## src/lfb_consts.vh

```
// constants for the lcd frame and boost timing generator
`ifndef LFB_CONSTS_VH
`define LFB_CONSTS_VH

// ****************************************************************
// register byte addresses
// ****************************************************************
`define LFB_ADDR_CTRL     8'h00
`define LFB_ADDR_STAT     8'h04

// ****************************************************************
// lcd_control_reg field positions
// ****************************************************************
`define LFB_BASE_LO       0
`define LFB_DUTY_LO       2
`define LFB_BOOST_LO      4
`define LFB_BOOSTER_BIT   6
`define LFB_DISP_BIT      7
`define LFB_DIVSEL_BIT    8
`define LFB_SYSSEL_BIT    9
`define LFB_CTRL_W        10
`define LFB_CTRL_RST      10'h000

// ****************************************************************
// status field positions
// ****************************************************************
`define LFB_ST_SLOW_BIT   0
`define LFB_ST_BFLT_BIT   1
`define LFB_ST_SFLT_BIT   2
`define LFB_ST_CNT_LO     16

// ****************************************************************
// drive method codes
// ****************************************************************
`define LFB_DUTY_QUARTER  2'b00
`define LFB_DUTY_THIRD    2'b01
`define LFB_DUTY_HALF     2'b10
`define LFB_DUTY_STATIC   2'b11

// ****************************************************************
// divider exponents (power of two of the source clock)
// ****************************************************************
`define LFB_FAST_BASE0    5'd17
`define LFB_FAST_BASE1    5'd16
`define LFB_FAST_BASE2    5'd15
`define LFB_FAST_BASE3    5'd13
`define LFB_SLOW_BASE0    5'd9
`define LFB_SLOW_BASE1    5'd8
`define LFB_FAST_BST0     5'd13
`define LFB_FAST_BST1     5'd11
`define LFB_FAST_BST2     5'd10
`define LFB_FAST_BST3     5'd9
`define LFB_SLOW_BST0     5'd5
`define LFB_SLOW_BST1     5'd3
`define LFB_SLOW_BST2     5'd2
`define LFB_QUARTER_SHIFT 5'd2

// ****************************************************************
// axi responses
// ****************************************************************
`define LFB_RESP_OKAY     2'b00
`define LFB_RESP_SLVERR   2'b10

`endif

```

## src/lfb_divider.v

```verilog
// free-running binary prescaler advanced by a one-cycle enable
`default_nettype none

module lfb_divider #(
  parameter W = 17
) (
  // clock and reset
  input  wire         aclk,
  input  wire         aresetn,
  // source rate enable
  input  wire         src_en,
  // prescaler state
  output reg  [W-1:0] cnt_r
);

  always @(posedge aclk)
  begin
    if (!aresetn)
      cnt_r <= {W{1'b0}};
    else if (src_en)
      cnt_r <= cnt_r + {{(W-1){1'b0}}, 1'b1};
  end

endmodule

`default_nettype wire

```

## src/lfb_timing.v

```verilog
// lcd frame rate and booster reference timing with axi4-lite control
// Functional notes
// - Four drive methods are selectable: 1/4 duty, 1/3 duty, 1/2 duty, static.
// - The base rate is divided down from the active fast or slow clock per base_freq_sel.
// - On the fast clock, base select 00..11 divides by 2^17, 2^16, 2^15, 2^13.
// - With either clock select set, base select 00 and 01 divide the slow clock by 2^9, 2^8.
// - Frame rate is the base rate for 1/4 and static, 4/3 of it for 1/3, twice it for 1/2.
// - booster_on chooses the internal booster, else the external divider on the bias pins.
// - Boost select 00..11 gives fast /2^13,/2^11,/2^10,/2^9 or slow /2^5,/2^3,/2^2, none; here 11 gives fast /2^9 unless system_clock_sel is set.
//
// Our own choices: register access over AXI4-Lite and the register offsets.
`default_nettype none
`include "lfb_consts.vh"

module lfb_timing #(
  parameter FAST_W = 17,
  parameter SLOW_W = 9
) (
  // clock and reset
  input  wire        aclk,
  input  wire        aresetn,
  // axi4-lite write address
  input  wire [7:0]  s_axi_awaddr,
  input  wire        s_axi_awvalid,
  output reg         s_axi_awready,
  // axi4-lite write data
  input  wire [31:0] s_axi_wdata,
  input  wire [3:0]  s_axi_wstrb,
  input  wire        s_axi_wvalid,
  output reg         s_axi_wready,
  // axi4-lite write response
  output reg  [1:0]  s_axi_bresp,
  output reg         s_axi_bvalid,
  input  wire        s_axi_bready,
  // axi4-lite read address
  input  wire [7:0]  s_axi_araddr,
  input  wire        s_axi_arvalid,
  output reg         s_axi_arready,
  // axi4-lite read data
  output reg  [31:0] s_axi_rdata,
  output reg  [1:0]  s_axi_rresp,
  output reg         s_axi_rvalid,
  input  wire        s_axi_rready,
  // slow clock pin, sampled as a level
  input  wire        slow_clock_pin,
  // timing strobes and drive controls
  output reg         frame_rate,
  output reg         boost_ref_tick,
  output reg         booster_on,
  output reg         resistor_div_on,
  output reg         display_en,
  output reg  [1:0]  drive_method
);

  // ****************************************************************
  // helpers
  // ****************************************************************
  // true when the low n bits of the prescaler are all ones
  function tap;
    input [16:0] cnt;
    input [4:0]  n;
    begin
      tap = &(cnt | ~((17'h00001 << n) - 17'h00001));
    end
  endfunction

  // ****************************************************************
  // registers and state
  // ****************************************************************
  reg  [`LFB_CTRL_W-1:0] lcd_control_reg;
  reg                    slow_s1_r;
  reg                    slow_s2_r;
  reg                    slow_s3_r;
  reg  [1:0]             quarter_r;
  reg  [15:0]            frame_cnt_r;
  reg                    aw_held_r;
  reg                    w_held_r;
  reg  [7:0]             awaddr_r;
  reg  [31:0]            wdata_r;
  reg  [3:0]             wstrb_r;
  wire [FAST_W-1:0]      fast_cnt;
  wire [SLOW_W-1:0]      slow_cnt;
  wire                   slow_tick;

  wire [1:0] base_freq_sel    = lcd_control_reg[`LFB_BASE_LO +: 2];
  wire [1:0] duty_sel         = lcd_control_reg[`LFB_DUTY_LO +: 2];
  wire [1:0] boost_freq_sel   = lcd_control_reg[`LFB_BOOST_LO +: 2];
  wire       divider_clock_sel = lcd_control_reg[`LFB_DIVSEL_BIT];
  wire       system_clock_sel  = lcd_control_reg[`LFB_SYSSEL_BIT];

  // ****************************************************************
  // slow clock synchroniser and rising edge
  // ****************************************************************
  always @(posedge aclk)
  begin
    if (!aresetn)
    begin
      slow_s1_r <= 1'b0;
      slow_s2_r <= 1'b0;
      slow_s3_r <= 1'b0;
    end
    else
    begin
      slow_s1_r <= slow_clock_pin;
      slow_s2_r <= slow_s1_r;
      slow_s3_r <= slow_s2_r;
    end
  end

  assign slow_tick = slow_s2_r & ~slow_s3_r;

  // ****************************************************************
  // prescalers: fast clock is aclk itself, slow clock is the pin edge
  // ****************************************************************
  lfb_divider #(.W(FAST_W)) u_fast_div (
    .aclk    (aclk),
    .aresetn (aresetn),
    .src_en  (1'b1),
    .cnt_r   (fast_cnt)
  );

  lfb_divider #(.W(SLOW_W)) u_slow_div (
    .aclk    (aclk),
    .aresetn (aresetn),
    .src_en  (slow_tick),
    .cnt_r   (slow_cnt)
  );

  // ****************************************************************
  // source and tap selection
  // ****************************************************************
  reg       base_use_slow;
  reg       base_ok;
  reg [4:0] base_exp;
  reg       bst_use_slow;
  reg       bst_ok;
  reg [4:0] bst_exp;
  reg       quarter_tick;
  reg       boost_tick;

  wire [16:0] fast_ext = {{(17-FAST_W){1'b0}}, fast_cnt};
  wire [16:0] slow_ext = {{(17-SLOW_W){1'b0}}, slow_cnt};

  always @*
  begin
    base_use_slow = divider_clock_sel | system_clock_sel;
    base_ok       = 1'b1;
    base_exp      = `LFB_FAST_BASE0;
    case (base_freq_sel)
      2'b00: base_exp = base_use_slow ? `LFB_SLOW_BASE0 : `LFB_FAST_BASE0;
      2'b01: base_exp = base_use_slow ? `LFB_SLOW_BASE1 : `LFB_FAST_BASE1;
      2'b10: base_exp = `LFB_FAST_BASE2;
      default: base_exp = `LFB_FAST_BASE3;
    endcase
    // codes 10/11 stay on the fast clock, also with divider_clock_sel set, and stop when system_clock_sel is set
    if (base_freq_sel[1])
    begin
      base_use_slow = 1'b0;
      base_ok       = ~system_clock_sel;
    end
    // frame runs in quarter-base steps so the 4/3 ratio stays exact
    if (base_use_slow)
      quarter_tick = base_ok & slow_tick &
                     tap(slow_ext, base_exp - `LFB_QUARTER_SHIFT);
    else
      quarter_tick = base_ok & tap(fast_ext, base_exp - `LFB_QUARTER_SHIFT);

    bst_use_slow = divider_clock_sel | system_clock_sel;
    bst_ok       = 1'b1;
    case (boost_freq_sel)
      2'b00: bst_exp = bst_use_slow ? `LFB_SLOW_BST0 : `LFB_FAST_BST0;
      2'b01: bst_exp = bst_use_slow ? `LFB_SLOW_BST1 : `LFB_FAST_BST1;
      2'b10: bst_exp = bst_use_slow ? `LFB_SLOW_BST2 : `LFB_FAST_BST2;
      default:
      begin
        bst_exp      = `LFB_FAST_BST3;
        bst_use_slow = 1'b0;
        bst_ok       = ~system_clock_sel;
      end
    endcase
    if (bst_use_slow)
      boost_tick = bst_ok & slow_tick & tap(slow_ext, bst_exp);
    else
      boost_tick = bst_ok & tap(fast_ext, bst_exp);
  end

  // ****************************************************************
  // frame and boost strobes
  // ****************************************************************
  reg [1:0] quarter_last;

  always @*
  begin
    case (duty_sel)
      `LFB_DUTY_THIRD: quarter_last = 2'd2;
      `LFB_DUTY_HALF:  quarter_last = 2'd1;
      default:         quarter_last = 2'd3;
    endcase
  end

  always @(posedge aclk)
  begin
    if (!aresetn)
    begin
      quarter_r      <= 2'd0;
      frame_rate     <= 1'b0;
      boost_ref_tick <= 1'b0;
      frame_cnt_r    <= 16'h0000;
    end
    else
    begin
      frame_rate     <= 1'b0;
      boost_ref_tick <= boost_tick & booster_on;
      if (quarter_tick)
      begin
        if (quarter_r >= quarter_last)
        begin
          quarter_r   <= 2'd0;
          frame_rate  <= 1'b1;
          frame_cnt_r <= frame_cnt_r + 16'h0001;
        end
        else
          quarter_r <= quarter_r + 2'd1;
      end
    end
  end

  // ****************************************************************
  // drive controls, registered from the control word
  // ****************************************************************
  always @(posedge aclk)
  begin
    if (!aresetn)
    begin
      booster_on      <= 1'b0;
      resistor_div_on <= 1'b1;
      display_en      <= 1'b0;
      drive_method    <= 2'b00;
    end
    else
    begin
      booster_on      <= lcd_control_reg[`LFB_BOOSTER_BIT];
      resistor_div_on <= ~lcd_control_reg[`LFB_BOOSTER_BIT];
      display_en      <= lcd_control_reg[`LFB_DISP_BIT];
      drive_method    <= duty_sel;
    end
  end

  // ****************************************************************
  // axi4-lite slave
  // ****************************************************************
  wire wr_go = aw_held_r & w_held_r & ~s_axi_bvalid;
  wire wr_hit = (awaddr_r == `LFB_ADDR_CTRL);
  // illegal software settings are only reported, hardware still obeys
  wire bst_fault = lcd_control_reg[`LFB_BOOSTER_BIT] & duty_sel[1];
  wire slow_fault = system_clock_sel &
                    (base_freq_sel[1] | (&boost_freq_sel));
  wire [31:0] stat_word = {frame_cnt_r, 13'h0000, slow_fault, bst_fault,
                           divider_clock_sel | system_clock_sel};

  always @(posedge aclk)
  begin
    if (!aresetn)
    begin
      aw_held_r       <= 1'b0;
      w_held_r        <= 1'b0;
      awaddr_r        <= 8'h00;
      wdata_r         <= 32'h00000000;
      wstrb_r         <= 4'h0;
      s_axi_awready   <= 1'b0;
      s_axi_wready    <= 1'b0;
      s_axi_bvalid    <= 1'b0;
      s_axi_bresp     <= `LFB_RESP_OKAY;
      lcd_control_reg <= `LFB_CTRL_RST;
    end
    else
    begin
      s_axi_awready <= ~aw_held_r & ~s_axi_awready & s_axi_awvalid;
      s_axi_wready  <= ~w_held_r & ~s_axi_wready & s_axi_wvalid;
      if (s_axi_awvalid & s_axi_awready)
      begin
        aw_held_r <= 1'b1;
        awaddr_r  <= s_axi_awaddr;
      end
      if (s_axi_wvalid & s_axi_wready)
      begin
        w_held_r <= 1'b1;
        wdata_r  <= s_axi_wdata;
        wstrb_r  <= s_axi_wstrb;
      end
      if (wr_go)
      begin
        aw_held_r    <= 1'b0;
        w_held_r     <= 1'b0;
        s_axi_bvalid <= 1'b1;
        s_axi_bresp  <= wr_hit ? `LFB_RESP_OKAY : `LFB_RESP_SLVERR;
        if (wr_hit & wstrb_r[0])
          lcd_control_reg[7:0] <= wdata_r[7:0];
        if (wr_hit & wstrb_r[1])
          lcd_control_reg[9:8] <= wdata_r[9:8];
      end
      else if (s_axi_bvalid & s_axi_bready)
        s_axi_bvalid <= 1'b0;
    end
  end

  always @(posedge aclk)
  begin
    if (!aresetn)
    begin
      s_axi_arready <= 1'b0;
      s_axi_rvalid  <= 1'b0;
      s_axi_rdata   <= 32'h00000000;
      s_axi_rresp   <= `LFB_RESP_OKAY;
    end
    else
    begin
      s_axi_arready <= ~s_axi_arready & ~s_axi_rvalid & s_axi_arvalid;
      if (s_axi_arvalid & s_axi_arready)
      begin
        s_axi_rvalid <= 1'b1;
        s_axi_rresp  <= `LFB_RESP_OKAY;
        case (s_axi_araddr)
          `LFB_ADDR_CTRL:
            s_axi_rdata <= {22'h000000, lcd_control_reg};
          `LFB_ADDR_STAT:
            s_axi_rdata <= stat_word;
          default:
          begin
            s_axi_rdata <= 32'h00000000;
            s_axi_rresp <= `LFB_RESP_SLVERR;
          end
        endcase
      end
      else if (s_axi_rvalid & s_axi_rready)
        s_axi_rvalid <= 1'b0;
    end
  end

endmodule

`default_nettype wire

```

## config.mk

```make
export PLATFORM = sky130hd
export DESIGN_NAME = lfb_timing
export DESIGN_NICKNAME = d
export VERILOG_FILES = /design/src/lfb_divider.v /design/src/lfb_timing.v
export VERILOG_INCLUDE_DIRS = /design/src /design/src/src
export SDC_FILE = /design/constraint.sdc
export NUM_CORES = 1
export LEC_CHECK = 0
export BUFFER_PORTS_ARGS = -buffer_cell sky130_fd_sc_hd__buf_4
export CAP_MARGIN = 20
export CORE_ASPECT_RATIO = 2
export CORE_MARGIN = 10
export CORE_UTILIZATION = 55
export CTS_CLUSTER_SIZE = 40
export DETAILED_ROUTE_END_ITERATION = 8
export GPL_ROUTABILITY_DRIVEN = 0
export PLACE_DENSITY = 0.79
export SETUP_SLACK_MARGIN = 0.3
export SLEW_MARGIN = 10
export SYNTH_ARGS = -nofsm -noshare
export SYNTH_HDL_FRONTEND = slang
export SYNTH_HIERARCHICAL = 1
export SYNTH_SLANG_ARGS = --single-unit
export TNS_END_PERCENT = 10
```

## constraint.sdc

```tcl
create_clock -name aclk -period 3.9 [get_ports aclk]
set_clock_uncertainty 0.15 [all_clocks]
set_input_delay 0.585 -clock aclk [delete_from_list [all_inputs] [get_ports aclk]]
set_output_delay 0.585 -clock aclk [all_outputs]
set_load 0.02 [all_outputs]
```

==> qor.yml, run 1 <==
place:
  io_buffers: 75
  dp_slack_ns: 0.1069
  detailed_place_hpwl_um: 11590
  dpl.cell_count: 837
  place_area_mm2: 0.006177
drt:
  vias: 5396
  ant_nets: 0
  detailedRoute.firstPassIterationCount: 5
  wl_um: 16760
  drt_iter0_markers: 376
  routedWlPerCell_um: 19.11
  detail_route.drc_violations: 0
  vias_per_cell: 6.153
setup_path:
  crit_required_ns: 4.10
  start_kind: "register"
  path_cells: "inv_2 -> ha_4 -> nor4_4 -> o21ai_0 -> ha_2 -> or3b_1 -> o211ai_1 -> xor2_1 -> o22ai_1 -> or3_1 -> or4_1 -> a21oi_1"
  setup.worst_path.end_class: "register"
  worstReg2RegEnd: "boost_ref_tick$_SDFF_PN0_"
  reg2reg_slack_ns: 0.37
  arrival_ns: 3.73
  criticalPathCategory: "reg -> reg"
  crit_cells: 12
  startpoint: "lcd_control_reg[5]$_SDFFE_PN0P_"
  cp-endpoint: "boost_ref_tick$_SDFF_PN0_"
  cp_slowest_cell: "or4_1"
  path_buf_inv: 1
  crit_family: "simple AND/OR/NAND/NOR gates"
  r2r_cells: 12
  crit_fanout: 9
  cpPeakStageDelay_ns: 0.52
  worstReg2RegStart: "lcd_control_reg[5]$_SDFFE_PN0P_"
grt:
  antenna_found_initial: 0
  grt_pass1_vias: 5482
  grtUsageTotal: 0.2218
  grt_pass1_wl_um: 26540
  grt-ovfl-total: 0
  grt_max_degree: 52
clock_tree:
  cts_tree: "built"
  cts_buffer_depth: 2
  clock_latency_ns: 0.42
  clockRootBuffer: "clkbuf_16"
  htreeDepth: 4
  cts_hold_buf: 0
  clk_pin_slew_ns: 0.06
  cts_buffers: 17
  clkSinkCount: 118
run:
  cap_violations: 0
timing:
  whs_ns: 0.2188
  fin_ws_ns: 0.3707
  drv_slew: 0
  worst_slew_pin_slew_ns: 0.8208
  setup_viol: 0
  fmax_mhz: 283.3
  rsz0062_at_grt: "false"
  hold_viol: 0
  finalCritPeriodShare: 0.9050
  max_slew_margin: 0.4520
  period_needed_ns: 3.529
  tns_ns: 0
final_layout:
  fin_area_mm2: 0.007028
  largestRegisters: "s_axi_rdata: 26 flops, u_fast_div/cnt_r: 17 flops, frame_cnt_r: 16 flops"
  drive_gt1_frac: 0.2035
  fillerInstances: 795
  diodes: 0
  fin_nets: 804
  final_cells: 877
  largest_reg_flops: 26
  area_growth_pct: 25.72
  regMostFlops: "s_axi_rdata"
  fin_util: 0.7014
synth:
  postSynthAreaPerCell_um2: 8.587
  synth_area_mm2: 0.005590
  yosysWarnings: 6
  syn_inst: 651
status:
  outcome: "finished, final reports clean"
die:
  start_util: 0.5579
  die_y_um: 162.6
  num_rows: 52
  core_mm2: 0.01002
  die-area_mm2: 0.01484
  dieWidth_um: 91.29
  io_pins: 108
power:
  power_frac_clock: 0.582
  switching_share: 0.2084
  internal_power_mw: 2.551
  combPwrFrac: 0.034
  p_sw_mw: 0.6718
  power_leakage_nw: 2.700
  ir_worst_vdd_v: 0.0005110
  power_density_mw_per_mm2: 458.6
  pwr-share-seq: 0.383
  power_mw: 3.223
worst_hold_path:
  worst_hold_path_type: "in -> reg"
## cells in the final DEF, fill, tap and decap left out, drive strengths merged, types with 17 or more instances in the layout
cell / n
nand3: 22
o21ai: 24
inv: 18
nand4: 17
nand2: 72
a22oi: 24
nor2: 65
clkbuf: 18
dfxtp: 118
buf: 90
a21oi: 55
## final cells by class
class | count | area [um^2] | area share
multi-input combinational | 486 | 3042 | 0.4328
sequential | 118 | 2370 | 0.3372
tap | 135 | 168.9 | 0.02403
clock buffer | 18 | 439.2 | 0.06249
timing repair buffer | 90 | 675.6 | 0.09614
inverter | 16 | 63.81 | 0.009080
clock inverter | 14 | 269.0 | 0.03828
## power groups by stage
stage | Clock [mW] | Sequential [mW] | Combinational, mW
5_1_grt | 1.94 | 1.24 | 0.122
3_5_place_dp | 0 | 1.26 | 0.108
2_1_floorplan | 0 | 1.26 | 0.0668
3_3_place_gp | 0 | 1.26 | 0.106
6_report | 1.88 | 1.24 | 0.111
4_1_cts | 1.89 | 1.24 | 0.109
## worst min path at each step
stage	end	slack, ns	depth (start not counted)	startpoint
global route	slow_s1_r$_SDFF_PN0_	0.23	2	slow_clock_pin
detailed placement	slow_s2_r$_SDFF_PN0_	0.28	1	slow_s1_r$_SDFF_PN0_
CTS	slow_s1_r$_SDFF_PN0_	0.22	2	slow_clock_pin
floorplan	resistor_div_on$_SDFF_PN1_	0.25	1	lcd_control_reg[6]$_SDFFE_PN0P_
finish	slow_s1_r$_SDFF_PN0_	0.22	2	slow_clock_pin
global placement	slow_s2_r$_SDFF_PN0_	0.27	1	slow_s1_r$_SDFF_PN0_
## what timing repair did
action | in CTS | in global routing
endpoints found under the hold margin | 0 | 0
pin swaps | 1 | 4
gates resized for setup | 6 | 12
setup endpoints to repair | 1 | 1
buffers inserted | 1 | 7
## metal layers
metal / global-route usage / vias up / wire [um]
met1: 0.2067 / 2533 / 5481
met4: 0.1483 / 0 / 1107
met2: 0.4130 / 281 / 9215
met5: 0 / - / 0
li1: - / 2485 / -
met3: 0.05402 / 97 / 953
Note: power is estimated with default switching activity, not from simulation.
==> run 2, diff against run 1 <==
--- a/config.mk
+++ b/config.mk
@@ -15,6 +15,8 @@
 export DETAILED_ROUTE_END_ITERATION = 8
 export GPL_ROUTABILITY_DRIVEN = 0
 export PLACE_DENSITY = 0.79
+export RECOVER_POWER = 100
+export REMOVE_ABC_BUFFERS = 1
 export SETUP_SLACK_MARGIN = 0.3
 export SLEW_MARGIN = 10
 export SYNTH_ARGS = -nofsm -noshare
==> run 2 against run 1 <==
Global-route usage fell by 1.1 points. Setup slack got worse by 0.0064 ns. Fmax fell by 0.18%. Die area did not move. Critical path type unchanged. First-iteration DRC count rose by 9.6%. Hold slack improved by 0.018 ns. Critical endpoint unchanged.
==> qor.yml, run 2 (synthesis gave the netlist of run 1 again) <==
timing:
  period_needed_ns: 3.536
  max_slew_margin: 0.1073
  fmax_mhz: 282.8
  fin_ws_ns: 0.3643
  worst_slew_pin_slew_ns: 1.339
  rsz0062_at_grt: "false"
  setup_viol: 0
  drv_slew: 0
  finalCritPeriodShare: 0.9066
  whs_ns: 0.2367
  tns_ns: 0
  hold_viol: 0
setup_path:
  worstReg2RegEnd: "boost_ref_tick$_SDFF_PN0_"
  worstReg2RegStart: "lcd_control_reg[4]$_SDFFE_PN0P_"
  r2r_cells: 12
  crit_required_ns: 4.09
  cp_slowest_cell: "or4_1"
  crit_fanout: 5
  criticalPathCategory: "reg -> reg"
  start_kind: "register"
  cpPeakStageDelay_ns: 0.54
  reg2reg_slack_ns: 0.36
  setup.worst_path.end_class: "register"
  path_cells: "clkinvlp_4 -> ha_4 -> nor4_4 -> o21ai_1 -> ha_2 -> o21ai_0 -> a31oi_2 -> nand3_1 -> a221o_2 -> or3_1 -> or4_1 -> a21oi_2"
  arrival_ns: 3.73
die:
  die-area_mm2: 0.01484
  dieWidth_um: 91.29
  die_y_um: 162.6
  start_util: 0.5579
  num_rows: 52
  core_mm2: 0.01002
  io_pins: 108
final_layout:
  area_growth_pct: 20.86
  final_common_cell: "dfxtp_1"
  largest_reg_flops: 26
  diodes: 0
  fillerInstances: 878
  largestRegisters: "s_axi_rdata: 26 flops, u_fast_div/cnt_r: 17 flops, frame_cnt_r: 16 flops"
  drive_gt1_frac: 0.1446
  regMostFlops: "s_axi_rdata"
  most-common-layout-cells: "dfxtp_1 (116), nand2_1 (71), nor2_1 (65), a21oi_1 (54), buf_4 (46)"
  final_cells: 875
  fin_nets: 802
place:
  dp_slack_ns: 0.05995
  io_buffers: 75
  dpl.cell_count: 837
  detailed_place_hpwl_um: 11160
grt:
  grtUsageTotal: 0.2110
  grt_pass1_wl_um: 25680
  grt_max_degree: 47
  grt-ovfl-total: 0
  grt_pass1_vias: 5409
  antenna_found_initial: 0
clock_tree:
  clkSinkCount: 118
  clock_latency_ns: 0.41
  cts_buffers: 17
  htreeDepth: 4
  cts_tree: "built"
  cts_buffer_depth: 2
  cts_hold_buf: 0
  clockRootBuffer: "clkbuf_16"
  clk_pin_slew_ns: 0.06
drt:
  wl_um: 15970
  detail_route.drc_violations: 0
  routedWlPerCell_um: 18.25
  detailedRoute.firstPassIterationCount: 7
  vias_per_cell: 6.081
  ant_nets: 0
  vias: 5321
  drt_iter0_markers: 412
power:
  pwr-share-seq: 0.421
  internal_power_mw: 2.274
  power_density_mw_per_mm2: 434.6
  p_sw_mw: 0.6620
  switching_share: 0.2254
  power_leakage_nw: 2.449
  power_frac_clock: 0.542
  ir_worst_vdd_v: 0.0003285
  combPwrFrac: 0.037
run:
  cap_violations: 0
status:
  outcome: "finished, final reports clean"
worst_hold_path:
  hold_path_depth: 2
  worst_hold_path_type: "in -> reg"
  worstHoldStart: "slow_clock_pin"
  min_to: "slow_s1_r$_SDFF_PN0_"
-- run 2: cell count changes in the layout (fill, tap and decap cells not counted), moves of 4 or more --
cell       delta
clkbuf_1     +44
and2_0        +7
and2_1        -7
bufinv_16     -4
buf_4        -44
-- run 2: worst max path at each step --
stage                                               start                         to  slack [ns]  depth (start not counted)
after floorplan           lcd_control_reg[4]$_SDFFE_PN0P_  boost_ref_tick$_SDFF_PN0_        0.44                         11
after global placement    lcd_control_reg[4]$_SDFFE_PN0P_  boost_ref_tick$_SDFF_PN0_        0.21                         12
after detailed placement  lcd_control_reg[4]$_SDFFE_PN0P_  boost_ref_tick$_SDFF_PN0_        0.06                         12
after CTS                 lcd_control_reg[5]$_SDFFE_PN0P_  boost_ref_tick$_SDFF_PN0_        0.31                         12
after global routing      lcd_control_reg[4]$_SDFFE_PN0P_  boost_ref_tick$_SDFF_PN0_        0.24                         12
final                     lcd_control_reg[4]$_SDFFE_PN0P_  boost_ref_tick$_SDFF_PN0_        0.36                         12
-- run 2: power by group through the flow --
stage	combinational, mW	clock, mW	sequential, mW
2_1_floorplan	0.0510	0	1.26
3_3_place_gp	0.106	0	1.26
3_5_place_dp	0.108	0	1.26
4_1_cts	0.109	1.61	1.24
5_1_grt	0.119	1.66	1.24
6_report	0.108	1.59	1.24
-- run 2: area by class of cell --
class	instances	area [um^2]	area share
Clock buffer	19	432.9	0.06407
Clock inverter	13	172.7	0.02556
Inverter	16	63.81	0.009444
Multi-Input combinational cell	486	3048	0.4511
Sequential cell	118	2367	0.3504
Tap cell	135	168.9	0.02500
Timing Repair Buffer	88	503.0	0.07444
-- run 2: worst max-delay path: cells and delay by family, from the launching register on --
kind                       cells  cell delay (ns)
AOI/OAI and AO/OA              5             0.89
adders and majority gates      2             0.60
buffers and inverters          1             0.17
DFF                            1             0.38
and+or+nand+nor                4             1.27
-- run 2: metrics by stage --
step	power, mW	area [um^2]	util
after floorplan	1.312	5393	-
after global routing	3.014	6756	0.6743
after global placement	1.367	6177	0.6165
after detailed placement	1.370	6177	0.6165
final	2.936	6756	0.6743
after CTS	2.954	6805	0.6792
-- run 2: timing repair --
action,in CTS,in global routing
gates cloned,0,0
endpoints found under the setup margin,1,1
endpoints found under the hold margin,0,0
pin swaps,2,1
buffers inserted,2,4
gates resized for setup,2,18
-- run 2: metal layers --
| layer | vias to the layer above | track usage | wire length (um) |
|---|---|---|---|
| li1 | 2487 | - | - |
| met1 | 2504 | 0.1976 | 5480 |
| met2 | 240 | 0.3979 | 8571 |
| met3 | 90 | 0.05771 | 931 |
| met4 | 0 | 0.1182 | 984 |
| met5 | - | 0 | 0 |
==> run 3, diff against run 2 <==
--- a/config.mk
+++ b/config.mk
@@ -6,15 +6,15 @@
 export SDC_FILE = /design/constraint.sdc
 export NUM_CORES = 1
 export LEC_CHECK = 0
-export BUFFER_PORTS_ARGS = -buffer_cell sky130_fd_sc_hd__buf_4
 export CAP_MARGIN = 20
 export CORE_ASPECT_RATIO = 2
 export CORE_MARGIN = 10
-export CORE_UTILIZATION = 55
+export CORE_UTILIZATION = 62
 export CTS_CLUSTER_SIZE = 40
 export DETAILED_ROUTE_END_ITERATION = 8
+export DONT_BUFFER_PORTS = 1
 export GPL_ROUTABILITY_DRIVEN = 0
-export PLACE_DENSITY = 0.79
+export PLACE_DENSITY = 0.78
 export RECOVER_POWER = 100
 export REMOVE_ABC_BUFFERS = 1
 export SETUP_SLACK_MARGIN = 0.3
==> run 3 against run 2 <==
The flow now finishes with violations (max-capacitance violations, max-slew violations). Critical endpoint unchanged. Register-to-register slack about the same. Sequential cell count is the same. Cell count shrank 12%. Critical path type unchanged. Global-route usage is 1.3 points higher. Via count down 5.5%. Design area is 7.3% lower. Highest routed layer unchanged. Fmax about the same. Largest power group unchanged.
==> qor.yml, run 3 (synthesis gave the netlist of run 1 again) <==
power:
  switching_share: 0.2390
  power_mw: 2.798
  combPwrFrac: 0.025
  p_sw_mw: 0.6686
  power_leakage_nw: 2.215
  pwr-share-seq: 0.441
  ir_worst_vdd_v: 0.0003878
  internal_power_mw: 2.129
  power_frac_clock: 0.534
  power_density_mw_per_mm2: 446.9
setup_path:
  crit_required_ns: 4.10
  worstReg2RegStart: "lcd_control_reg[4]$_SDFFE_PN0P_"
  start_kind: "register"
  arrival_ns: 3.74
  r2r_cells: 11
  setup.worst_path.end_class: "register"
  reg2reg_slack_ns: 0.37
  criticalPathCategory: "reg -> reg"
  crit_fanout: 14
  worstReg2RegEnd: "boost_ref_tick$_SDFF_PN0_"
timing:
  rsz0062_at_grt: "false"
  worst_slew_pin_slew_ns: 1.772
  fmax_mhz: 283.1
  period_needed_ns: 3.533
  setup_viol: 0
  hold_viol: 0
  tns_ns: 0
  max_slew_margin: -0.1816
  finalCritPeriodShare: 0.9059
  drv_slew: 44
grt:
  grt_pass1_wl_um: 24500
  antenna_found_initial: 0
  grtUsageTotal: 0.2243
  grt_pass1_vias: 5112
  grt_max_degree: 44
  grt-ovfl-total: 0
clock_tree:
  clockRootBuffer: "clkbuf_16"
  cts_tree: "built"
  htreeDepth: 4
  clkSinkCount: 118
  cts_buffers: 17
  clock_latency_ns: 0.42
  clk_pin_slew_ns: 0.06
  cts_buffer_depth: 2
drt:
  vias: 5031
  detail_route.drc_violations: 0
  routedWlPerCell_um: 19.65
  detailedRoute.firstPassIterationCount: 5
  ant_nets: 0
  drt_iter0_markers: 457
  vias_per_cell: 6.517
  wl_um: 15170
final_layout:
  largest_reg_flops: 26
  multi_input_area_mm2: 0.003013
  area_growth_pct: 12.00
  regMostFlops: "s_axi_rdata"
  most-common-layout-cells: "dfxtp_1 (116), nand2_1 (71), nor2_1 (65), a21oi_1 (54)"
  final_common_cell: "dfxtp_1"
  fillerInstances: 684
  final_cells: 772
  fin_util: 0.7043
  fin_nets: 732
  largestRegisters: "s_axi_rdata: 26 flops, u_fast_div/cnt_r: 17 flops, frame_cnt_r: 16 flops"
  fin_area_mm2: 0.006261
  diodes: 0
  drive_gt1_frac: 0.1045
  regArea_mm2: 0.002370
die:
  core_mm2: 0.008890
  dieWidth_um: 87.15
  die_y_um: 154.3
  die-area_mm2: 0.01345
  num_rows: 49
  io_pins: 108
  start_util: 0.6289
status:
  outcome: "finished with violations"
  violations: "max-capacitance violations, max-slew violations"
worst_hold_path:
  worst_hold_path_type: "in -> reg"
  worstHoldStart: "s_axi_awvalid"
  min_to: "s_axi_awready$_SDFF_PN0_"
  hold_path_depth: 2
place:
  place_area_mm2: 0.005618
  detailed_place_hpwl_um: 10680
  io_buffers: 0
  dpl.cell_count: 735
run:
  cap_violations: 1
## run 3: cell types whose count changed in the layout (fill, tap and decap cells not counted), sizes merged
| cell | before | now |
|---|---|---|
| buf | 46 | 13 |
| bufinv | 3 | 1 |
| clkinv | 3 | 5 |
| inv | 18 | 22 |
| clkbuf | 61 | 22 |
| clkinvlp | 5 | 3 |
## run 3: power by group through the flow
stage               Combinational (mW)  Clock (mW)  Sequential (mW)
CTS                             0.0719        1.51             1.24
detailed placement              0.0719           0             1.26
global route                    0.0786        1.57             1.24
finish                          0.0704        1.49             1.23
floorplan                       0.0510           0             1.26
global placement                0.0699           0             1.26
## run 3: repair_timing
item                                    CTS  global route
gates resized for setup                   3            16
hold endpoints to repair                  0             0
endpoints found under the setup margin    1             1
hold buffers                              0             0
buffers inserted                          0             5
pin swaps                                 0             4
## run 3: worst max path at each step
stage | start | to | slack (ns) | cells after the start
6_report | lcd_control_reg[4]$_SDFFE_PN0P_ | boost_ref_tick$_SDFF_PN0_ | 0.37 | 11
3_5_place_dp | lcd_control_reg[4]$_SDFFE_PN0P_ | boost_ref_tick$_SDFF_PN0_ | 0.29 | 12
5_1_grt | lcd_control_reg[4]$_SDFFE_PN0P_ | boost_ref_tick$_SDFF_PN0_ | 0.18 | 11
3_3_place_gp | lcd_control_reg[4]$_SDFFE_PN0P_ | boost_ref_tick$_SDFF_PN0_ | 0.38 | 11
4_1_cts | lcd_control_reg[5]$_SDFFE_PN0P_ | boost_ref_tick$_SDFF_PN0_ | 0.32 | 12
2_1_floorplan | lcd_control_reg[4]$_SDFFE_PN0P_ | boost_ref_tick$_SDFF_PN0_ | 0.44 | 11
## run 3: area by class of cell
| type | count | share of cell area |
|---|---|---|
| Clock buffer | 17 | 0.06795 |
| Clock inverter | 15 | 0.02318 |
| Inverter | 16 | 0.01019 |
| Multi-Input combinational cell | 486 | 0.4812 |
| Sequential cell | 118 | 0.3785 |
| Tap cell | 102 | 0.02038 |
| Timing Repair Buffer | 18 | 0.01859 |
## run 3: metrics by stage
stage,hold slack [ns],worst slack (ns)
global placement,0.2643,0.3791
finish,0.1298,0.3671
global route,0.1267,0.1820
CTS,0.1238,0.3201
detailed placement,0.2712,0.2946
floorplan,0.2532,0.4406
## run 3: per-layer routing
| layer | global-route usage | vias up | wire, um |
|---|---|---|---|
| met2 | 0.4006 | 232 | 8197 |
| met3 | 0.07365 | 87 | 1053 |
| met1 | 0.2071 | 2369 | 5079 |
| met5 | 0 | - | 0 |
| met4 | 0.1420 | 0 | 839 |
| li1 | - | 2343 | - |
## run 3: worst max-delay path, stage by stage (launching register included)
cell and delay (ns):
dfxtp_4 0.41, ha_4 0.18, o21ba_4 0.22, o21ai_0 0.33
ha_4 0.22, or3b_1 0.36, o211ai_1 0.24, xor2_1 0.27
o22ai_1 0.12, or3_1 0.30, or4_1 0.55, a21oi_2 0.12
